<file path="src/common/bmpa_pkg.sv">
package bmpa_pkg;

  // Register byte addresses
  localparam logic [31:0] BMPA_CORE0_ADDR  = 32'h4E80_0000;
  localparam logic [31:0] BMPA_CORE1_ADDR  = 32'h4E80_0004;
  localparam logic [31:0] BMPA_EBI_ADDR    = 32'h4E80_0008;
  localparam logic [31:0] BMPA_BUSPRI_ADDR = 32'h4E80_000C;
  localparam logic [31:0] BMPA_STATUS_ADDR = 32'h4E80_0010;

  // Reset values and writable bits
  localparam logic [31:0] BMPA_CORE_RST    = 32'h0000_0004;
  localparam logic [31:0] BMPA_EBI_RST     = 32'h0000_0004;
  localparam logic [31:0] BMPA_BUSPRI_RST  = 32'h0000_0000;
  localparam logic [31:0] BMPA_CORE_MASK   = 32'h0000_0005;
  localparam logic [31:0] BMPA_EBI_MASK    = 32'h0000_0707;
  localparam logic [31:0] BMPA_BUSPRI_MASK = 32'h00F1_F1F1;

  // Field positions
  localparam int unsigned BMPA_ROT_BIT     = 2;
  localparam int unsigned BMPA_FIX_BIT     = 0;
  localparam int unsigned BMPA_EBI_FIX_LO  = 0;
  localparam int unsigned BMPA_BANK1_BIT   = 8;
  localparam int unsigned BMPA_BANK2_BIT   = 9;
  localparam int unsigned BMPA_BANK3_BIT   = 10;
  localparam int unsigned BMPA_SYS_ROT_BIT = 0;
  localparam int unsigned BMPA_SYS_ST_LO   = 4;
  localparam int unsigned BMPA_IMG_ROT_BIT = 8;
  localparam int unsigned BMPA_IMG_ST_LO   = 12;
  localparam int unsigned BMPA_APB_ROT_BIT = 16;
  localparam int unsigned BMPA_APB_ST_LO   = 20;
  localparam int unsigned BMPA_ST_SYS_LO   = 0;
  localparam int unsigned BMPA_ST_IMG_LO   = 4;
  localparam int unsigned BMPA_ST_APB_LO   = 8;
  localparam int unsigned BMPA_ST_EBI_LO   = 12;
  localparam int unsigned BMPA_ST_CORE_LO  = 16;

  // Master counts
  localparam int unsigned BMPA_SYS_N = 16;
  localparam int unsigned BMPA_IMG_N = 9;
  localparam int unsigned BMPA_APB_N = 9;
  localparam int unsigned BMPA_EBI_N = 4;

  // System bus request bit = reset priority position
  localparam int unsigned BMPA_SYS_CARD = 0, BMPA_SYS_MMC1 = 1, BMPA_SYS_DMA0 = 2;
  localparam int unsigned BMPA_SYS_USB_HOST = 10, BMPA_SYS_USB_DEV = 11, BMPA_SYS_MMC0 = 12;
  localparam int unsigned BMPA_SYS_CPU_DATA = 13, BMPA_SYS_CPU_INSN = 14, BMPA_SYS_DEFAULT = 15;

  // External bus requesters
  localparam int unsigned BMPA_EBI_STATIC = 0, BMPA_EBI_NAND = 1, BMPA_EBI_CARD = 2, BMPA_EBI_EXT = 3;

  // Fixed orders per code, position 0 in the low two bits
  localparam logic [3:0][7:0] BMPA_EBI_ORDER = {8'h93, 8'h9C, 8'hD8, 8'hE4};

  typedef struct packed {
    logic       rotate;
    logic [3:0] start;
  } bmpa_arb_cfg_t;

  typedef struct packed {
    logic rotate;
    logic img_first;
  } bmpa_core_cfg_t;

  typedef struct packed {
    logic       found;
    logic [3:0] idx;
  } bmpa_pick_t;

  // First requester found searching from start, wrapping at n
  function automatic bmpa_pick_t bmpa_pick(input logic [15:0] req, input int unsigned n, input logic [3:0] start);
    bmpa_pick_t  r;
    int unsigned j;
    r = '0;
    for (int unsigned k = 0; k < 16; k++) begin
      j = (32'(start) + k) % n;
      if (k < n && !r.found && req[j]) begin
        r.found = 1'b1;
        r.idx   = 4'(j);
      end
    end
    return r;
  endfunction

endpackage

</file>
<file path="src/design/bmpa_core_arb.sv">
`timescale 1ns/1ps
`default_nettype none
module bmpa_core_arb
  import bmpa_pkg::*;
(
  input  wire logic           pclk,
  input  wire logic           presetn,
  input  wire logic           clk_en,
  input  wire logic           sys_req,
  input  wire logic           img_req,
  input  wire logic           hold,
  input  wire bmpa_core_cfg_t cfg,
  output logic                grant_sys_r,
  output logic                grant_img_r
);
  logic last_img_r;
  logic last_img_nxt;
  logic grant_sys_nxt;
  logic grant_img_nxt;
  logic img_wins;

  always_comb begin
    img_wins      = cfg.rotate ? !last_img_r : cfg.img_first; // [RULE3]
    grant_sys_nxt = grant_sys_r;
    grant_img_nxt = grant_img_r;
    last_img_nxt  = last_img_r;
    if (!hold) begin // [RULE4]
      grant_img_nxt = img_req && (!sys_req || img_wins);
      grant_sys_nxt = sys_req && !grant_img_nxt;
      if (grant_img_nxt || grant_sys_nxt) begin
        last_img_nxt = grant_img_nxt; // [RULE12]
      end
    end
  end

  always_ff @(posedge pclk or negedge presetn) begin
    if (!presetn) begin
      grant_sys_r <= 1'b0;
      grant_img_r <= 1'b0;
      last_img_r  <= 1'b1;
    end else if (clk_en) begin
      grant_sys_r <= grant_sys_nxt;
      grant_img_r <= grant_img_nxt;
      last_img_r  <= last_img_nxt;
    end
  end

  core_excl_a: assert property ( // [RULE4]
    @(posedge pclk) disable iff (!presetn) !(grant_sys_r && grant_img_r))
    else $error("both buses granted one port");
  core_fixed_a: assert property ( // [RULE3]
    @(posedge pclk) disable iff (!presetn) clk_en && !hold && !cfg.rotate && sys_req && img_req
      |=> grant_img_r == $past(cfg.img_first))
    else $error("fixed winner wrong");
  core_rotate_a: assert property ( // [RULE12]
    @(posedge pclk) disable iff (!presetn) clk_en && !hold && cfg.rotate && sys_req && img_req
      |=> grant_img_r != $past(last_img_r))
    else $error("rotation did not alternate");
endmodule // bmpa_core_arb
`default_nettype wire

</file>
<file path="src/design/bmpa_prio_arb.sv">
`timescale 1ns/1ps
`default_nettype none
module bmpa_prio_arb
  import bmpa_pkg::*;
#(
  parameter int unsigned N = BMPA_SYS_N
) (
  input  wire logic          pclk,
  input  wire logic          presetn,
  input  wire logic          clk_en,
  input  wire logic [N-1:0]  req,
  input  wire logic          hold,
  input  wire bmpa_arb_cfg_t cfg,
  output logic      [N-1:0]  grant_r,
  output logic      [3:0]    grant_idx_r
);
  localparam logic [3:0] LAST_ROT = 4'(N - 2);
  localparam logic [3:0] DEF_IDX  = 4'(N - 1);

  logic [3:0]   last_r;
  logic [3:0]   last_nxt;
  logic [3:0]   idx_nxt;
  logic [3:0]   start;
  logic [N-1:0] grant_nxt;
  bmpa_pick_t   pick;

  always_comb begin
    if (cfg.rotate) begin
      start = (last_r == LAST_ROT) ? 4'h0 : 4'(last_r + 4'h1); // [RULE12]
    end else begin
      start = (cfg.start < DEF_IDX) ? cfg.start : 4'h0; // [RULE10]
    end
    pick      = bmpa_pick(16'(req[N-2:0]), N - 1, start); // [RULE11]
    grant_nxt = grant_r;
    idx_nxt   = grant_idx_r;
    last_nxt  = last_r;
    if (!hold) begin // [RULE13]
      idx_nxt            = pick.found ? pick.idx : DEF_IDX;
      grant_nxt          = '0;
      grant_nxt[idx_nxt] = 1'b1;
      if (pick.found) begin
        last_nxt = pick.idx;
      end
    end
  end

  always_ff @(posedge pclk or negedge presetn) begin
    if (!presetn) begin
      grant_r     <= N'(1) << (N - 1);
      grant_idx_r <= DEF_IDX;
      last_r      <= LAST_ROT;
    end else if (clk_en) begin
      grant_r     <= grant_nxt;
      grant_idx_r <= idx_nxt;
      last_r      <= last_nxt;
    end
  end

  grant_onehot_a: assert property (@(posedge pclk) disable iff (!presetn) $onehot(grant_r)) // [RULE8]
    else $error("grant not one-hot");
  grant_hold_a: assert property ( // [RULE13]
    @(posedge pclk) disable iff (!presetn) hold |=> $stable(grant_r))
    else $error("grant moved during a transfer");
  default_idle_a: assert property ( // [RULE13]
    @(posedge pclk) disable iff (!presetn) clk_en && !hold && req[N-2:0] == '0 |=> grant_r[N-1])
    else $error("default master not parked");
  reset_order_a: assert property ( // [RULE9]
    @(posedge pclk) disable iff (!presetn) clk_en && !hold && cfg.rotate && last_r == LAST_ROT && req[0]
      |=> grant_r[0])
    else $error("position 0 not first after reset point");
endmodule // bmpa_prio_arb
`default_nettype wire

</file>
<file path="src/design/bmpa_top.sv">
// Decided for this implementation: the APB interface to the registers.
`timescale 1ns/1ps
`default_nettype none
// How it works
// RULE1: Core 0 register, bit 2 rotate, reset 4
// RULE2: Core 1 register, same layout, independent
// RULE3: Fixed mode bit 0 picks system or image
// RULE4: Two cores, one per memory port
// RULE5: External bus register bit 2 rotate, reset 4
// RULE6: Bits 1:0 pick one of four orders
// RULE7: Bits 10:8 choose bank memory types
// RULE8: Serve 16 system, 9 image, 9 peripheral masters
// RULE9: Reset order positions 0 through 15
// RULE10: Fixed order follows software register values
// RULE11: Rotation excludes default master, kept lowest
// RULE12: Granted master drops to lowest rotating place
// RULE13: Regrant only at boundaries, idle to default
module bmpa_top
  import bmpa_pkg::*;
(
  input  wire logic                  pclk,
  input  wire logic                  presetn,
  input  wire logic                  clk_en,
  input  wire logic                  psel,
  input  wire logic                  penable,
  input  wire logic                  pwrite,
  input  wire logic [31:0]           paddr,
  input  wire logic [31:0]           pwdata,
  output logic      [31:0]           prdata,
  output logic                       pready,
  output logic                       pslverr,
  input  wire logic [BMPA_SYS_N-1:0] sys_req,
  input  wire logic                  sys_hold,
  output logic      [BMPA_SYS_N-1:0] sys_grant,
  input  wire logic [BMPA_IMG_N-1:0] img_req,
  input  wire logic                  img_hold,
  output logic      [BMPA_IMG_N-1:0] img_grant,
  input  wire logic [BMPA_APB_N-1:0] apb_req,
  input  wire logic                  apb_hold,
  output logic      [BMPA_APB_N-1:0] apb_grant,
  input  wire logic                  core0_sys_req,
  input  wire logic                  core0_img_req,
  input  wire logic                  core0_hold,
  output logic                       core0_grant_sys,
  output logic                       core0_grant_img,
  input  wire logic                  core1_sys_req,
  input  wire logic                  core1_img_req,
  input  wire logic                  core1_hold,
  output logic                       core1_grant_sys,
  output logic                       core1_grant_img,
  input  wire logic [BMPA_EBI_N-1:0] ebi_req,
  input  wire logic                  ebi_hold,
  output logic      [BMPA_EBI_N-1:0] ebi_grant,
  output logic                       first_bank_type,
  output logic                       second_bank_type,
  output logic                       third_bank_type
);

  logic [31:0]           core0_r;
  logic [31:0]           core0_nxt;
  logic [31:0]           core1_r;
  logic [31:0]           core1_nxt;
  logic [31:0]           ebi_r;
  logic [31:0]           ebi_nxt;
  logic [31:0]           buspri_r;
  logic [31:0]           buspri_nxt;
  logic [31:0]           prdata_r;
  logic [31:0]           prdata_nxt;
  logic                  pready_r;
  logic                  pready_nxt;
  logic                  pslverr_r;
  logic                  pslverr_nxt;
  logic                  hit_core0;
  logic                  hit_core1;
  logic                  hit_ebi;
  logic                  hit_buspri;
  logic                  hit_status;
  logic                  mapped;
  logic                  wr;
  logic [31:0]           status;
  logic [3:0]            sys_idx;
  logic [3:0]            img_idx;
  logic [3:0]            apb_idx;
  logic [BMPA_EBI_N-1:0] ebi_grant_r;
  logic [BMPA_EBI_N-1:0] ebi_grant_nxt;
  logic [1:0]            ebi_last_r;
  logic [1:0]            ebi_last_nxt;
  logic [1:0]            ebi_code;
  logic [1:0]            ord_idx;
  logic                  ebi_rot;
  bmpa_pick_t            ebi_pick;
  bmpa_arb_cfg_t         sys_cfg;
  bmpa_arb_cfg_t         img_cfg;
  bmpa_arb_cfg_t         apb_cfg;
  bmpa_core_cfg_t        core0_cfg;
  bmpa_core_cfg_t        core1_cfg;

  // APB slave: one wait state, answer on the second access cycle
  always_comb begin
    hit_core0   = (paddr == BMPA_CORE0_ADDR);
    hit_core1   = (paddr == BMPA_CORE1_ADDR);
    hit_ebi     = (paddr == BMPA_EBI_ADDR);
    hit_buspri  = (paddr == BMPA_BUSPRI_ADDR);
    hit_status  = (paddr == BMPA_STATUS_ADDR);
    mapped      = hit_core0 | hit_core1 | hit_ebi | hit_buspri | hit_status;
    wr          = psel && penable && pready_r && pwrite && mapped;
    status      = '0;
    status[BMPA_ST_SYS_LO +: 4]  = sys_idx;
    status[BMPA_ST_IMG_LO +: 4]  = img_idx;
    status[BMPA_ST_APB_LO +: 4]  = apb_idx;
    status[BMPA_ST_EBI_LO +: 4]  = ebi_grant_r;
    status[BMPA_ST_CORE_LO +: 4] = {core1_grant_img, core1_grant_sys, core0_grant_img, core0_grant_sys};
    pready_nxt  = psel && penable && !pready_r;
    prdata_nxt  = '0;
    pslverr_nxt = 1'b0;
    if (pready_nxt) begin
      pslverr_nxt = !mapped;
      if (!pwrite) begin
        prdata_nxt = ({32{hit_core0}} & core0_r) | ({32{hit_core1}} & core1_r) | ({32{hit_ebi}} & ebi_r)
                   | ({32{hit_buspri}} & buspri_r) | ({32{hit_status}} & status);
      end
    end
  end

  always_ff @(posedge pclk or negedge presetn) begin
    if (!presetn) begin
      prdata_r  <= '0;
      pready_r  <= 1'b0;
      pslverr_r <= 1'b0;
    end else if (clk_en) begin
      prdata_r  <= prdata_nxt;
      pready_r  <= pready_nxt;
      pslverr_r <= pslverr_nxt;
    end
  end

  assign prdata  = prdata_r;
  assign pready  = pready_r;
  assign pslverr = pslverr_r;

  // Control registers
  always_comb begin
    core0_nxt  = core0_r;
    core1_nxt  = core1_r;
    ebi_nxt    = ebi_r;
    buspri_nxt = buspri_r;
    if (wr && hit_core0) begin
      core0_nxt = pwdata & BMPA_CORE_MASK; // [RULE1]
    end
    if (wr && hit_core1) begin
      core1_nxt = pwdata & BMPA_CORE_MASK; // [RULE2]
    end
    if (wr && hit_ebi) begin
      ebi_nxt = pwdata & BMPA_EBI_MASK; // [RULE5]
    end
    if (wr && hit_buspri) begin
      buspri_nxt = pwdata & BMPA_BUSPRI_MASK; // [RULE10]
    end
  end

  always_ff @(posedge pclk or negedge presetn) begin
    if (!presetn) begin
      core0_r  <= BMPA_CORE_RST;
      core1_r  <= BMPA_CORE_RST;
      ebi_r    <= BMPA_EBI_RST;
      buspri_r <= BMPA_BUSPRI_RST;
    end else if (clk_en) begin
      core0_r  <= core0_nxt;
      core1_r  <= core1_nxt;
      ebi_r    <= ebi_nxt;
      buspri_r <= buspri_nxt;
    end
  end

  assign first_bank_type  = ebi_r[BMPA_BANK1_BIT]; // [RULE7]
  assign second_bank_type = ebi_r[BMPA_BANK2_BIT]; // [RULE7]
  assign third_bank_type  = ebi_r[BMPA_BANK3_BIT]; // [RULE7]

  // Arbiter configuration from the registers
  always_comb begin
    core0_cfg = '{rotate: core0_r[BMPA_ROT_BIT], img_first: core0_r[BMPA_FIX_BIT]}; // [RULE1] [RULE3]
    core1_cfg = '{rotate: core1_r[BMPA_ROT_BIT], img_first: core1_r[BMPA_FIX_BIT]}; // [RULE2] [RULE3]
    sys_cfg   = '{rotate: !buspri_r[BMPA_SYS_ROT_BIT], start: buspri_r[BMPA_SYS_ST_LO +: 4]};
    img_cfg   = '{rotate: !buspri_r[BMPA_IMG_ROT_BIT], start: buspri_r[BMPA_IMG_ST_LO +: 4]};
    apb_cfg   = '{rotate: !buspri_r[BMPA_APB_ROT_BIT], start: buspri_r[BMPA_APB_ST_LO +: 4]};
  end

  bmpa_core_arb u_core0 ( // [RULE4]
    .pclk        (pclk),
    .presetn     (presetn),
    .clk_en      (clk_en),
    .sys_req     (core0_sys_req),
    .img_req     (core0_img_req),
    .hold        (core0_hold),
    .cfg         (core0_cfg),
    .grant_sys_r (core0_grant_sys),
    .grant_img_r (core0_grant_img)
  );

  bmpa_core_arb u_core1 ( // [RULE4]
    .pclk        (pclk),
    .presetn     (presetn),
    .clk_en      (clk_en),
    .sys_req     (core1_sys_req),
    .img_req     (core1_img_req),
    .hold        (core1_hold),
    .cfg         (core1_cfg),
    .grant_sys_r (core1_grant_sys),
    .grant_img_r (core1_grant_img)
  );

  bmpa_prio_arb #(.N(BMPA_SYS_N)) u_sys ( // [RULE8] [RULE9]
    .pclk        (pclk),
    .presetn     (presetn),
    .clk_en      (clk_en),
    .req         (sys_req),
    .hold        (sys_hold),
    .cfg         (sys_cfg),
    .grant_r     (sys_grant),
    .grant_idx_r (sys_idx)
  );

  bmpa_prio_arb #(.N(BMPA_IMG_N)) u_img ( // [RULE8]
    .pclk        (pclk),
    .presetn     (presetn),
    .clk_en      (clk_en),
    .req         (img_req),
    .hold        (img_hold),
    .cfg         (img_cfg),
    .grant_r     (img_grant),
    .grant_idx_r (img_idx)
  );

  bmpa_prio_arb #(.N(BMPA_APB_N)) u_apb ( // [RULE8]
    .pclk        (pclk),
    .presetn     (presetn),
    .clk_en      (clk_en),
    .req         (apb_req),
    .hold        (apb_hold),
    .cfg         (apb_cfg),
    .grant_r     (apb_grant),
    .grant_idx_r (apb_idx)
  );

  // External bus arbiter: four requesters, no default owner
  always_comb begin
    ebi_rot  = ebi_r[BMPA_ROT_BIT];
    ebi_code = ebi_r[BMPA_EBI_FIX_LO +: 2];
    ebi_pick = '0;
    ord_idx  = 2'h0;
    if (ebi_rot) begin
      ebi_pick = bmpa_pick(16'(ebi_req), BMPA_EBI_N, 4'(2'(ebi_last_r + 2'h1))); // [RULE5] [RULE12]
    end else begin
      for (int unsigned p = 0; p < BMPA_EBI_N; p++) begin
        ord_idx = BMPA_EBI_ORDER[ebi_code][2*p +: 2]; // [RULE6]
        if (!ebi_pick.found && ebi_req[ord_idx]) begin
          ebi_pick.found = 1'b1;
          ebi_pick.idx   = 4'(ord_idx);
        end
      end
    end
    ebi_grant_nxt = ebi_grant_r;
    ebi_last_nxt  = ebi_last_r;
    if (!ebi_hold) begin // [RULE13]
      ebi_grant_nxt = '0;
      if (ebi_pick.found) begin
        ebi_grant_nxt[ebi_pick.idx[1:0]] = 1'b1;
        ebi_last_nxt                     = ebi_pick.idx[1:0];
      end
    end
  end

  always_ff @(posedge pclk or negedge presetn) begin
    if (!presetn) begin
      ebi_grant_r <= '0;
      ebi_last_r  <= 2'h3;
    end else if (clk_en) begin
      ebi_grant_r <= ebi_grant_nxt;
      ebi_last_r  <= ebi_last_nxt;
    end
  end

  assign ebi_grant = ebi_grant_r;

  apb_ready_a: assert property (
    @(posedge pclk) disable iff (!presetn) clk_en && psel && penable && !pready_r |=> pready_r)
    else $error("access phase not answered in one wait state");
  core0_wr_a: assert property ( // [RULE1]
    @(posedge pclk) disable iff (!presetn) clk_en && wr && hit_core0
      |=> core0_r == ($past(pwdata) & BMPA_CORE_MASK))
    else $error("core 0 register write lost");
  core1_indep_a: assert property ( // [RULE2]
    @(posedge pclk) disable iff (!presetn) clk_en && wr && hit_core0 |=> $stable(core1_r))
    else $error("core 1 register disturbed");
  ebi_wr_a: assert property ( // [RULE5]
    @(posedge pclk) disable iff (!presetn) clk_en && wr && hit_ebi
      |=> ebi_r == ($past(pwdata) & BMPA_EBI_MASK))
    else $error("external bus register write lost");
  bank_type_a: assert property ( // [RULE7]
    @(posedge pclk) disable iff (!presetn)
      {third_bank_type, second_bank_type, first_bank_type} == ebi_r[BMPA_BANK3_BIT:BMPA_BANK1_BIT])
    else $error("bank type outputs wrong");
  ebi_ext_top_a: assert property ( // [RULE6]
    @(posedge pclk) disable iff (!presetn) clk_en && !ebi_hold && !ebi_rot && ebi_code == 2'h3
      && ebi_req[BMPA_EBI_EXT] |=> ebi_grant_r[BMPA_EBI_EXT])
    else $error("external requester not first in code 3");
  ebi_static_a: assert property ( // [RULE6]
    @(posedge pclk) disable iff (!presetn) clk_en && !ebi_hold && !ebi_rot && ebi_code != 2'h3
      && ebi_req[BMPA_EBI_STATIC] |=> ebi_grant_r[BMPA_EBI_STATIC])
    else $error("static controller not first");
  ebi_hold_a: assert property ( // [RULE13]
    @(posedge pclk) disable iff (!presetn) ebi_hold |=> $stable(ebi_grant_r))
    else $error("external grant moved during a transfer");
  ebi_onehot_a: assert property (
    @(posedge pclk) disable iff (!presetn) $onehot0(ebi_grant_r))
    else $error("external grant not one-hot");
endmodule // bmpa_top
`default_nettype wire

</file>
<file path="config.mk">
export PLATFORM = sky130hd
export DESIGN_NAME = bmpa_top
export DESIGN_NICKNAME = d
export VERILOG_FILES = /design/src/common/bmpa_pkg.sv /design/src/design/bmpa_core_arb.sv /design/src/design/bmpa_prio_arb.sv /design/src/design/bmpa_top.sv
export SDC_FILE = /design/constraint.sdc
export NUM_CORES = 1
export LEC_CHECK = 0
export ABC_AREA = 1
export BUFFER_PORTS_ARGS = -buffer_cell sky130_fd_sc_hd__clkbuf_2
export CELL_PAD_IN_SITES_DETAIL_PLACEMENT = 1
export CELL_PAD_IN_SITES_GLOBAL_PLACEMENT = 2
export CORE_ASPECT_RATIO = 0.8
export CORE_UTILIZATION = 32
export DETAILED_ROUTE_END_ITERATION = 8
export MAX_ROUTING_LAYER = met4
export PLACE_DENSITY_LB_ADDON = 0.1
export SKIP_CTS_REPAIR_TIMING = 1
export SLEW_MARGIN = 30
export SYNTH_ARGS = -nofsm -noshare
export SYNTH_HDL_FRONTEND = slang
export SYNTH_SLANG_ARGS = --single-unit
</file>
<file path="constraint.sdc">
create_clock -name pclk -period 7.3 [get_ports pclk]
set_input_delay 1.46 -clock pclk [delete_from_list [all_inputs] [get_ports pclk]]
set_output_delay 1.46 -clock pclk [all_outputs]
set_load 0.05 [all_outputs]
</file>
# ---- Word level (Yosys, flattened, before mapping)
# Cells that the tools add are included.
dict set report totals {
  regBits 129
  inputBits 118
  output_inout_bits 79
}
dict set report op_classes {
  add_sub_neg 35
  n_div 15
  n_lt_le_gt_ge 51
  n_eq_ne 8
  n_mux 152
  bitwise_logic 19
  n_reduce_logical 113
}
# op n
set ops {}
lappend ops {{32-bit by 5-bit less-than comparator with 1-bit output (second input constant)} 15}
lappend ops {{32-bit by 4-bit remainder unit with 32-bit output (second input constant)} 14}
lappend ops {{5-bit two-way mux} 46}
lappend ops {{32-bit by 31-bit == test with 1-bit output (second input constant)} 5}
lappend ops {{32-bit OR} 4}
lappend ops {{3-bit by 5-bit less-than comparator with 1-bit output (second input constant)} 16}
lappend ops {{32-bit by 3-bit bitwise AND with 32-bit output} 2}
lappend ops {{32-bit two-way mux} 2}
lappend ops {{1-bit binary-select mux with 4-bit select} 15}
lappend ops {{1-bit logical AND} 51}
lappend ops {{1-bit binary-select mux with 3-bit select} 16}
lappend ops {{1-bit two-way mux} 46}
lappend ops {{1-bit logical NOT} 42}
lappend ops {{4-bit by 4-bit adder with 5-bit output (second input constant)} 7}
lappend ops {{32-bit by 11-bit bitwise AND with 32-bit output} 1}
lappend ops {{32-bit by 20-bit bitwise AND with 32-bit output} 1}
lappend ops {{32-bit by 24-bit bitwise AND with 32-bit output} 1}
lappend ops {{4-bit by 4-bit remainder unit with 32-bit output (second input constant)} 1}
lappend ops {{4-bit two-way mux} 7}
lappend ops {{3-bit adder (second input constant)} 8}
lappend ops {{4-bit by 3-bit adder with 5-bit output (second input constant)} 4}
lappend ops {{2-bit by 5-bit less-than comparator with 1-bit output (second input constant)} 4}
lappend ops {{2-bit AND reduction} 10}
lappend ops {{2-bit by 3-bit less-than comparator with 1-bit output (second input constant)} 6}
lappend ops {{23 further kinds} 69}

# ---- Logic depth before layout (Yosys ltp)
# Gate-level depths: netlist of the first run.
dict set report depth {
  depth_word 54
  mapped_depth 45
}

# ---- By module
# Synthesis of the first run repeated with hierarchy kept, for this count alone.
dict set report hier_totals {
  cells_unflattened 2362
  hier_area_um2 14420.1
}
# module n_inst cells_per_inst area_each_um2 seq_area_each_um2
set modules_own_cells {}
lappend modules_own_cells {{bmpa_prio_arb at u_sys} 1 1272 7295.7 610.6}
lappend modules_own_cells {bmpa_top 1 504 3497.1 1432.6}
lappend modules_own_cells {{bmpa_prio_arb at u_img} 1 270 1676.6 406.6}
lappend modules_own_cells {{bmpa_prio_arb at u_apb} 1 270 1630.3 406.6}
lappend modules_own_cells {bmpa_core_arb 2 23 160.2 76.3}

# ---- Worst setup path before layout of the first run
# Ideal clock, no wire load.
dict set report synth_timing {
  path_type {reg-to-reg}
  start {register u_sys.last_r[0]}
  end {register u_sys.grant_r[2]}
  setup_time_ns 0.066
  t_arrival_ns 5.423
  required_time_ns 7.234
  slack_ns 1.811
  path_stages_with_launch 38
  synth_period_minus_slack_ns 5.489
  path_cell_list {dfrtp_1 -> inv_1 -> ha_1 -> nand3_1 -> nand3_2 -> nand2_4 -> buf_6 -> clkbuf_1 -> inv_1 -> ha_1 -> inv_1 -> nand2_1 -> nand2_4 -> ha_1 -> nand4_1 -> nand2_1 -> xor2_1 -> inv_1 -> (+2 left out) -> nand3_1 -> nand2_2 -> nand2_1 -> nand3_1 -> nand3_1 -> nand3_1 -> nand2_2 -> nor2_4 -> nand4_2 -> nor3_2 -> nand4_2 -> nor2_4 -> nand4_1 -> nand4_4 -> nand2_2 -> nor2_2 -> nand2_1 -> nand2_1}
}
dict set report synth_via {
  elab_chain_cells 54
}
# element line
set synth_lines {}
lappend synth_lines {{from (decl)} bmpa_prio_arb.sv:20} ;# logic [3:0] last_r;
lappend synth_lines {{from (signal assigned)} bmpa_prio_arb.sv:55} ;# last_r <= last_nxt;
lappend synth_lines {{4-bit by 1-bit adder with 4-bit output / 4-bit == test (equally long branches)} bmpa_prio_arb.sv:29} ;# start = (last_r == LAST_ROT) ? 4'h0 : 4'(last_r + 4'h1);
lappend synth_lines {{4-bit two-way mux (*)} bmpa_prio_arb.sv:29}
lappend synth_lines {{4-bit two-way mux (*)} bmpa_prio_arb.sv:28} ;# if (cfg.rotate) begin
lappend synth_lines {{parallel branches: the longest is 45 deep, another holds 32-bit by 4-bit remainder unit with 32-bit output} n/a}
lappend synth_lines {{5-bit two-way mux (*)} bmpa_pkg.sv:76} ;# if (k < n && !r.found && req[j]) begin
lappend synth_lines {{4-bit two-way mux (*)} bmpa_prio_arb.sv:38} ;# idx_nxt = pick.found ? pick.idx : DEF_IDX;
lappend synth_lines {{4-bit by 5-bit less-than comparator with 1-bit output (not written as such) / 4-bit by 1-bit greater-or-equal comparator with 1-bit output (equally long branches)} bmpa_prio_arb.sv:40} ;# grant_nxt[idx_nxt] = 1'b1;
lappend synth_lines {{1-bit logical AND (not written as such)} bmpa_prio_arb.sv:40}
lappend synth_lines {{1-bit two-way mux (not written as such)} bmpa_prio_arb.sv:40}
lappend synth_lines {{1-bit demux with 4-bit select (*)} n/a}
lappend synth_lines {{to (signal assigned)} bmpa_prio_arb.sv:49} ;# grant_r <= N'(1) << (N - 1);
lappend synth_lines {{to (signal assigned)} bmpa_prio_arb.sv:53} ;# grant_r <= grant_nxt;
lappend synth_lines {{to (decl)} bmpa_prio_arb.sv:14} ;# output logic [N-1:0] grant_r,
# Every way passes the cells marked *. The select of a mux whose other input is x is not followed.
# A chain may end at the register's enable or synchronous reset.

# ---- Final worst setup path of the first run
dict set report layout_timing {
  start {register u_sys.last_r[1]}
  end {register u_sys.grant_r[13]}
}
# The elaborated chain is that of the path after synthesis.

==> results of run 1 <==
critical path, delay by kind of cell (launching register included):
| family | cells | cell delay, ns |
|---|---|---|
| flops | 1 | 0.58 |
| simple gates | 20 | 3.03 |
| fa+ha+maj | 3 | 0.79 |
| compound gates | 4 | 1.02 |
| xor+xnor | 1 | 0.62 |
| buf+inv | 4 | 0.46 |
worst min-delay path by stage:
stage / cells after the start / slack, ns / to / startpoint
6_report: 2 / 0.47 / u_core0.last_img_r$_DFFE_PN1P_ / u_core0.last_img_r$_DFFE_PN1P_
3_3_place_gp: 2 / 0.46 / u_core1.last_img_r$_DFFE_PN1P_ / u_core1.last_img_r$_DFFE_PN1P_
4_1_cts: 2 / 0.47 / u_core1.last_img_r$_DFFE_PN1P_ / u_core1.last_img_r$_DFFE_PN1P_
3_5_place_dp: 2 / 0.46 / u_core0.last_img_r$_DFFE_PN1P_ / u_core0.last_img_r$_DFFE_PN1P_
2_1_floorplan: 2 / 0.45 / u_core0.last_img_r$_DFFE_PN1P_ / u_core0.last_img_r$_DFFE_PN1P_
5_1_grt: 2 / 0.49 / u_core0.last_img_r$_DFFE_PN1P_ / u_core0.last_img_r$_DFFE_PN1P_
metrics by stage:
stage | area (sq um) | util
finish | 14800 | 0.375
global route | 14800 | 0.375
CTS | 14800 | 0.375
detailed placement | 14300 | 0.361
global placement | 14300 | 0.361
floorplan | 12900 | -
cells in the mapped netlist, types with 11 or more instances:
master,n
dfrtp_1,94
clkinv_1,11
nand2_2,37
xor2_1,28
o21ai_0,183
clkbuf_1,26
o22ai_1,18
inv_2,28
nor3_1,25
nor2_1,168
o211ai_1,31
inv_1,270
ha_1,60
o21ai_1,18
nand4_1,42
a21oi_1,71
nand3_1,228
dfstp_2,24
mux2_2,16
buf_4,11
nand2_1,442
cell usage in the layout, fill, tap and decap left out, types with 17 or more instances in the layout:
cell type	count
nor2_1	168
ha_1	60
o211ai_1	31
inv_2	28
clkbuf_16	17
nand4_1	42
dfrtp_1	94
nand3_1	228
a21oi_1	71
xor2_1	28
clkbuf_2	171
inv_1	270
o21ai_1	18
dfstp_2	24
nand2_2	37
nand2_1	442
o21ai_0	183
o22ai_1	18
nor3_1	25
flip-flops by register name, indices dropped and copies added (netlist names), 2 cells and up:
register and count:
buspri_r 15, core0_r 2, core1_r 2, ebi_grant 4, ebi_last_r 2, ebi_r 6, prdata 24, u_apb.grant_idx_r 3
u_apb.grant_r 9, u_apb.last_r 3, u_img.grant_idx_r 4, u_img.grant_r 9, u_img.last_r 3, u_sys.grant_idx_r 4, u_sys.grant_r 16, u_sys.last_r 4
kinds of logic (layout without fill, tap and decap cells):
kind of cell    count (synthesis)  count (layout)  synth area share
compound gates                393             393             0.184
xor+xnor                       42              42            0.0324
fa+ha+maj                      60              60            0.0583
buf+inv                       358             528             0.111
flops                         118             118             0.232
mux                            16              16            0.0140
other cells                     1               9          0.000291
simple gates                 1016            1016             0.368
final cells by class:
class	count	share of cell area
multi-input cells	1535	0.572
flip-flops and latches	118	0.201
inverters	309	0.0782
repair buffers	187	0.0661
well taps	536	0.0452
clock buffers	18	0.0289
clock inverters	14	0.00802
diodes	1	0.000169
metal layers:
| layer | part of all wire | wire length, microns | GRT usage |
|---|---|---|---|
| met2 | 0.43 | 21200 | 0.371 |
| met4 | 0.011 | 541 | 0.0405 |
| met3 | 0.035 | 1720 | 0.0280 |
| met1 | 0.53 | 26300 | 0.372 |
| met5 | 0 | 0 | - |
==> flow_summary.ini, run 1 <==
[global_route]
antenna_found_initial = 2
first_global_vias = 14000
grt-ovfl-total = 0
grt_max_degree = 69
grt_usage = 0.252
grt_pass1_wl_microns = 78700

[layout]
layout.cells.non_filler = 2718
layout.nets = 2346
area_delta_synth_final_pct = 15.2
drive_gt1_frac = 0.182
seq_area_sq_um = 2980
multiInputGateArea_sq_um = 8480
num-fill-cells = 5263

[logic_synthesis]
avgSynthCellArea_sq_um = 6.42
synthCells = 2004
syn-cell-area_sq_um = 12900
yosys-top-cells-area = dfrtp_1 (18%), nand2_1 (13%), nand3_1 (8.9%), inv_1 (7.9%), o21ai_0 (7.1%)
yosysWarnings = 0
async_flop_share = 1.00
yosysTopAreaCellShare = 0.183
ys_seq_elements = 118
ys.flop_type = dfrtp_1
yosysSeqAreaShare = 0.232
synth_cell_types = 71
synth_edf_count = 0
synth_top_area_cell = dfrtp_1

[timing]
fin_worst_skew_ns = 0.0123
worst_slew_pin_slew_ns = 0.887
slew_headroom = 0.407
setup_viol = 0
fin_tns_setup_ns = 0
min_period_ns = 6.58
max_freq_mhz = 152
period_share = 0.901
fin_ws_ns = 0.719
hold_viol = 0
finalMaxSlewViolations = 0
whs_ns = 0.471
rsz0062_at_grt = no

[critical_path]
worstPathArrival_ns = 6.95
endpoint = u_sys.grant_r[13]$_DFFE_PN0P_
startpoint_type = register
reg2reg_slack_ns = 0.72
crit_path_end_kind = register
critPathMaxFanout = 16
worst-r2r-cell-count = 32
crit_type = register to register
r2r_end = u_sys.grant_r[13]$_DFFE_PN0P_
required_ns = 7.66
crit_start = u_sys.last_r[1]$_DFFE_PN1P_
crit_slowest_cell = xor2_2
r2r_start = u_sys.last_r[1]$_DFFE_PN1P_
critPathMaxStageDelay_ns = 0.62

[route]
route.detailed.drc = 0
dr.pass1.iters = 5
drt-initial-drc-count = 715
postRouteAntennaNets = 0
totalWireLength_microns = 49700
wl_per_cell_microns = 18.3
vias = 14200
routed_via_density = 5.23

[clocking]
clock_path_buffers = 2
cts_tree = done
clock_latency_ns = 0.42
clk_pin_slew_ns = 0.06
cts-root-buf = clkbuf_16
cts_buffers = 17
htreeDepth = 4
clkSinkCount = 118

[floorplanning]
die_w_microns = 226
core_sq_um = 39500
start_util = 0.326
die_h_microns = 181
dieArea_sq_um = 41000
num_rows = 65
io_pins = 197

[placed_design]
place.gp.congestion = 0.913
dp_hpwl_microns = 40100
portBuffers = 172
pre_cts_ws_ns = 0.858
dp_cells = 2685

[flow_run]
maxCapViolations = 0

[status]
outcome = completed

[worst_hold_path]
hold_path.class = register to register
Power of run 1 is left out: the tool's default activity adds up to more than one toggle a clock period on the data nets, which glitch-free logic cannot reach.
==> run 2: changes to the inputs <==
--- a/config.mk
+++ b/config.mk
@@ -12,7 +12,6 @@
 export CORE_ASPECT_RATIO = 0.8
 export CORE_UTILIZATION = 32
 export DETAILED_ROUTE_END_ITERATION = 8
-export MAX_ROUTING_LAYER = met4
 export PLACE_DENSITY_LB_ADDON = 0.1
 export SKIP_CTS_REPAIR_TIMING = 1
 export SLEW_MARGIN = 30
==> run 2 against run 1 <==
Compared with the run above:
- die area stayed put
- core utilization is 0.19 points higher
- wire length is 0.68% higher
- design area is 0.50% higher
- worst setup slack worse by 0.076 ns
- worst hold slack better by 0.0041 ns
- non-clock buffer count is 1 lower
- clock-buffer cell count is 2 higher
- cell count hardly changed
- first-iteration DRC count is 31% higher
- global-route usage is 0.80 points lower
- critical path type unchanged
- critical endpoint is now u_sys.grant_r[1]$_DFFE_PN0P_
- largest cell class unchanged
- highest routed layer unchanged
==> flow_summary.ini, run 2 (synthesized netlist as in run 1, its figures left out) <==
[route]
vias = 14200
wl_per_cell_microns = 18.4
totalWireLength_microns = 50100
dr.pass1.iters = 5
routed_via_density = 5.21
postRouteAntennaNets = 0
drt-initial-drc-count = 937
route.detailed.drc = 0

[layout]
largest_register_ffs = 24
drive_gt1_frac = 0.182
area_delta_synth_final_pct = 15.7
layout.nets = 2345
final_cell_mix = nand2_1 (442), inv_1 (270), nand3_1 (228)
diodes = 0
final_common_cell = nand2_1
num-fill-cells = 5247

[critical_path]
r2r_start = u_sys.last_r[1]$_DFFE_PN1P_
cpLargestDelayFamily = simple AND/OR/NAND/NOR gates
crit_slowest_cell = xor2_2
startpoint_type = register
critPathMaxFanout = 16
crit_path_end_kind = register
crit_type = register to register
worstPathArrival_ns = 7.01
critPathBufInv = 4
critPathMaxStageDelay_ns = 0.60
r2r_end = u_sys.grant_r[1]$_DFFE_PN0P_
worst-r2r-cell-count = 32
reg2reg_slack_ns = 0.64
required_ns = 7.66

[worst_hold_path]
hold_start = u_sys.grant_r[5]$_DFFE_PN0P_
min_path_cells = 2
holdPathEnd = u_sys.grant_r[5]$_DFFE_PN0P_
hold_path.class = register to register

[timing]
whs_ns = 0.475
hold_viol = 0
fin_worst_skew_ns = 0.00856
slew_headroom = 0.398
rsz0062_at_grt = no
finalMaxSlewViolations = 0
setup_viol = 0
fin_tns_setup_ns = 0
max_freq_mhz = 150
min_period_ns = 6.66
worst_slew_pin_slew_ns = 0.901
period_share = 0.912

[global_route]
grt_max_degree = 78
grt-ovfl-total = 0
grt_usage = 0.244
met1_usage = 0.375
grtUsageMet2 = 0.367
grt_util_met3 = 0.0293
first_global_vias = 13900
busiest_layer = met1
antenna_found_initial = 0
grt_pass1_wl_microns = 78500

[clocking]
cts-root-buf = clkbuf_16
clk_pin_slew_ns = 0.06
htreeDepth = 4
clkSinkCount = 118
cts_tree = done
cts_buffers = 17
clock_latency_ns = 0.42
clock_path_buffers = 2

[status]
outcome = completed

[floorplanning]
die_w_microns = 226
die_h_microns = 181
num_rows = 65
dieArea_sq_um = 41000
start_util = 0.326
core_sq_um = 39500
io_pins = 197

[placed_design]
portBuffers = 172
place.gp.congestion = 0.930
dp_hpwl_microns = 40200

[flow_run]
maxCapViolations = 0
-- run 2: final cells by class --
type                       count  area, sq um  share of cell area
timing repair buffer         186          972              0.0653
multi-input combinational   1535         8480               0.569
tap                          536          671              0.0450
clock buffer                  20          457              0.0307
sequential                   118         2980               0.200
clock inverter                12          175              0.0118
inverter                     309         1160              0.0778
-- run 2: worst max path at each step --
stage | from | end | slack [ns] | depth (start not counted)
finish | u_sys.last_r[1]$_DFFE_PN1P_ | u_sys.grant_r[1]$_DFFE_PN0P_ | 0.64 | 32
global route | u_sys.last_r[0]$_DFFE_PN0P_ | u_sys.grant_r[1]$_DFFE_PN0P_ | 0.07 | 36
floorplan | u_sys.last_r[0]$_DFFE_PN0P_ | u_sys.grant_r[2]$_DFFE_PN0P_ | 1.81 | 37
detailed placement | u_sys.last_r[0]$_DFFE_PN0P_ | u_sys.grant_r[1]$_DFFE_PN0P_ | 0.73 | 36
global placement | u_sys.last_r[0]$_DFFE_PN0P_ | u_sys.grant_r[1]$_DFFE_PN0P_ | 0.98 | 36
CTS | u_sys.last_r[1]$_DFFE_PN1P_ | u_sys.grant_r[1]$_DFFE_PN0P_ | 0.69 | 32
-- run 2: worst reg2reg max path, delay by kind of cell, from the launching register on --
kind	cells	cell delay, ns
buffers and inverters	4	0.46
flip-flops	1	0.57
AO/OA/AOI/OAI	4	1.01
adder cells (fa/ha/maj)	3	0.79
XOR/XNOR	1	0.60
AND/OR/NAND/NOR	20	3.16
-- run 2: metrics by stage --
step | worst slack, ns | std cells | utilization | area, sq um
6_report | 0.643 | 2716 | 0.377 | 14900
5_1_grt | 0.0680 | 2716 | 0.377 | 14900
4_1_cts | 0.691 | 2716 | 0.377 | 14900
3_5_place_dp | 0.732 | 2684 | 0.361 | 14300
3_3_place_gp | 0.980 | 2684 | 0.361 | 14300
2_1_floorplan | 1.81 | 2011 | - | 12900
-- run 2: per-layer routing --
layer  wire length, microns  vias to the layer above  share of wire
met2                  21700                      238           0.43
met3                   2020                       33          0.040
met1                  26000                     6887           0.52
met5                      0                        -              0
met4                    410                        0         0.0082
li1                       -                     7003              -
Power of run 2 is left out for the same reason.
==> run 3: changes to the inputs <==
--- a/config.mk
+++ b/config.mk
@@ -7,7 +7,8 @@
 export LEC_CHECK = 0
 export ABC_AREA = 1
 export BUFFER_PORTS_ARGS = -buffer_cell sky130_fd_sc_hd__clkbuf_2
-export CELL_PAD_IN_SITES_DETAIL_PLACEMENT = 1
+export CAP_MARGIN = 25
+export CELL_PAD_IN_SITES_DETAIL_PLACEMENT = 0
 export CELL_PAD_IN_SITES_GLOBAL_PLACEMENT = 2
 export CORE_ASPECT_RATIO = 0.8
 export CORE_UTILIZATION = 32
==> run 3 against run 2 <==
Compared with the run above:
- sequential share of layout area is 0.062 points higher
- worst setup slack better by 0.14 ns
- via count is 2.5% lower
- cell count hardly changed
- non-clock buffer count stayed put
- clock skew is 0.00082 ns lower
- core utilization is 0.12 points lower
- first-iteration DRC count is 22% higher
- worst hold slack worse by 0.0055 ns
- critical path depth is 4 higher
==> flow_summary.ini, run 3 (synthesized netlist as in run 1, its figures left out) <==
[timing]
max_freq_mhz = 153
whs_ns = 0.469
rsz0062_at_grt = no
fin_tns_setup_ns = 0
min_period_ns = 6.52
period_share = 0.893
worst_slew_pin_slew_ns = 0.907
finalMaxSlewViolations = 0
slew_headroom = 0.394
hold_viol = 0
fin_worst_skew_ns = 0.00773
setup_viol = 0

[floorplanning]
die_h_microns = 181
die_w_microns = 226
start_util = 0.326
core_sq_um = 39500
dieArea_sq_um = 41000
io_pins = 197
num_rows = 65

[route]
postRouteAntennaNets = 0
routed_via_density = 5.08
dr.pass1.iters = 6
totalWireLength_microns = 46700
drt-initial-drc-count = 1143
route.detailed.drc = 0
vias = 13800
wl_per_cell_microns = 17.2

[placed_design]
portBuffers = 172
dp_hpwl_microns = 37100
place.gp.congestion = 0.930

[critical_path]
critPathMaxFanout = 14
cp_common_cell = nand2_1
startpoint_type = register
crit_path_end_kind = register
crit_slowest_cell = nor2_1
required_ns = 7.65
cpLargestDelayFamily = simple AND/OR/NAND/NOR gates
crit_type = register to register
critPathMaxStageDelay_ns = 0.51
worstPathArrival_ns = 6.87
critPathBufInv = 5

[layout]
layout.nets = 2345
seq_area_sq_um = 2980
drive_gt1_frac = 0.182
largest_register_ffs = 24
multiInputGateArea_sq_um = 8480
area_delta_synth_final_pct = 15.4
num-fill-cells = 4350
final_common_cell = nand2_1
final_cell_mix = nand2_1 (442), inv_1 (270), nand3_1 (228)

[global_route]
grt_usage = 0.226
antenna_found_initial = 2
grt_pass1_wl_microns = 72100
grt-ovfl-total = 0
first_global_vias = 12300
grt_max_degree = 78

[clocking]
clkSinkCount = 118
cts_tree = done
clock_path_buffers = 2
clock_latency_ns = 0.42
cts-root-buf = clkbuf_16
cts_buffers = 17
clk_pin_slew_ns = 0.06
htreeDepth = 4

[flow_run]
maxCapViolations = 0

[worst_hold_path]
hold_path.class = register to register

[status]
outcome = completed
## run 3: final cells by class
type | instances | area share
Tap cell | 536 | 0.0452
Sequential cell | 118 | 0.201
Clock inverter | 14 | 0.0104
Timing Repair Buffer | 186 | 0.0655
Multi-Input combinational cell | 1535 | 0.571
Antenna cell | 1 | 0.000168
Clock buffer | 18 | 0.0289
Inverter | 309 | 0.0781
## run 3: routing by layer
metal,GRT usage,share of wire
met1,0.357,0.53
met2,0.321,0.41
met4,0.0305,0.0084
met3,0.0371,0.053
met5,0,0
## run 3: final timing paths
kind,cells past startpoint,slack (ns),startpoint,end
setup / recovery,36,0.78,u_sys.last_r[0]$_DFFE_PN0P_,u_sys.grant_r[1]$_DFFE_PN0P_
hold / removal,2,0.47,u_core1.last_img_r$_DFFE_PN1P_,u_core1.last_img_r$_DFFE_PN1P_
setup reg to reg,36,0.78,u_sys.last_r[0]$_DFFE_PN0P_,u_sys.grant_r[1]$_DFFE_PN0P_
hold reg to reg,2,0.47,u_core1.last_img_r$_DFFE_PN1P_,u_core1.last_img_r$_DFFE_PN1P_
max in group asynchronous,2,5.16,presetn,buspri_r[16]$_DFFE_PN0P_
min in group asynchronous,1,1.02,presetn,u_sys.grant_r[12]$_DFFE_PN0P_
## run 3: worst reg2reg max path, delay by kind of cell, from the launching register on
family        cells  cell delay [ns]
flops             1             0.45
simple gates     27             4.43
buf+inv           5             0.60
fa+ha+maj         3             0.74
xor+xnor          1             0.23
## run 3: stage by stage
step                 util  area (sq um)  cells  setup WS, ns
floorplan               -         12900   2011          1.81
finish              0.376         14900   2717         0.783
detailed placement  0.361         14300   2684         0.885
CTS                 0.376         14900   2716         0.841
global placement    0.361         14300   2684         0.980
global route        0.376         14900   2717         0.187
Power of run 3 is left out for the same reason.
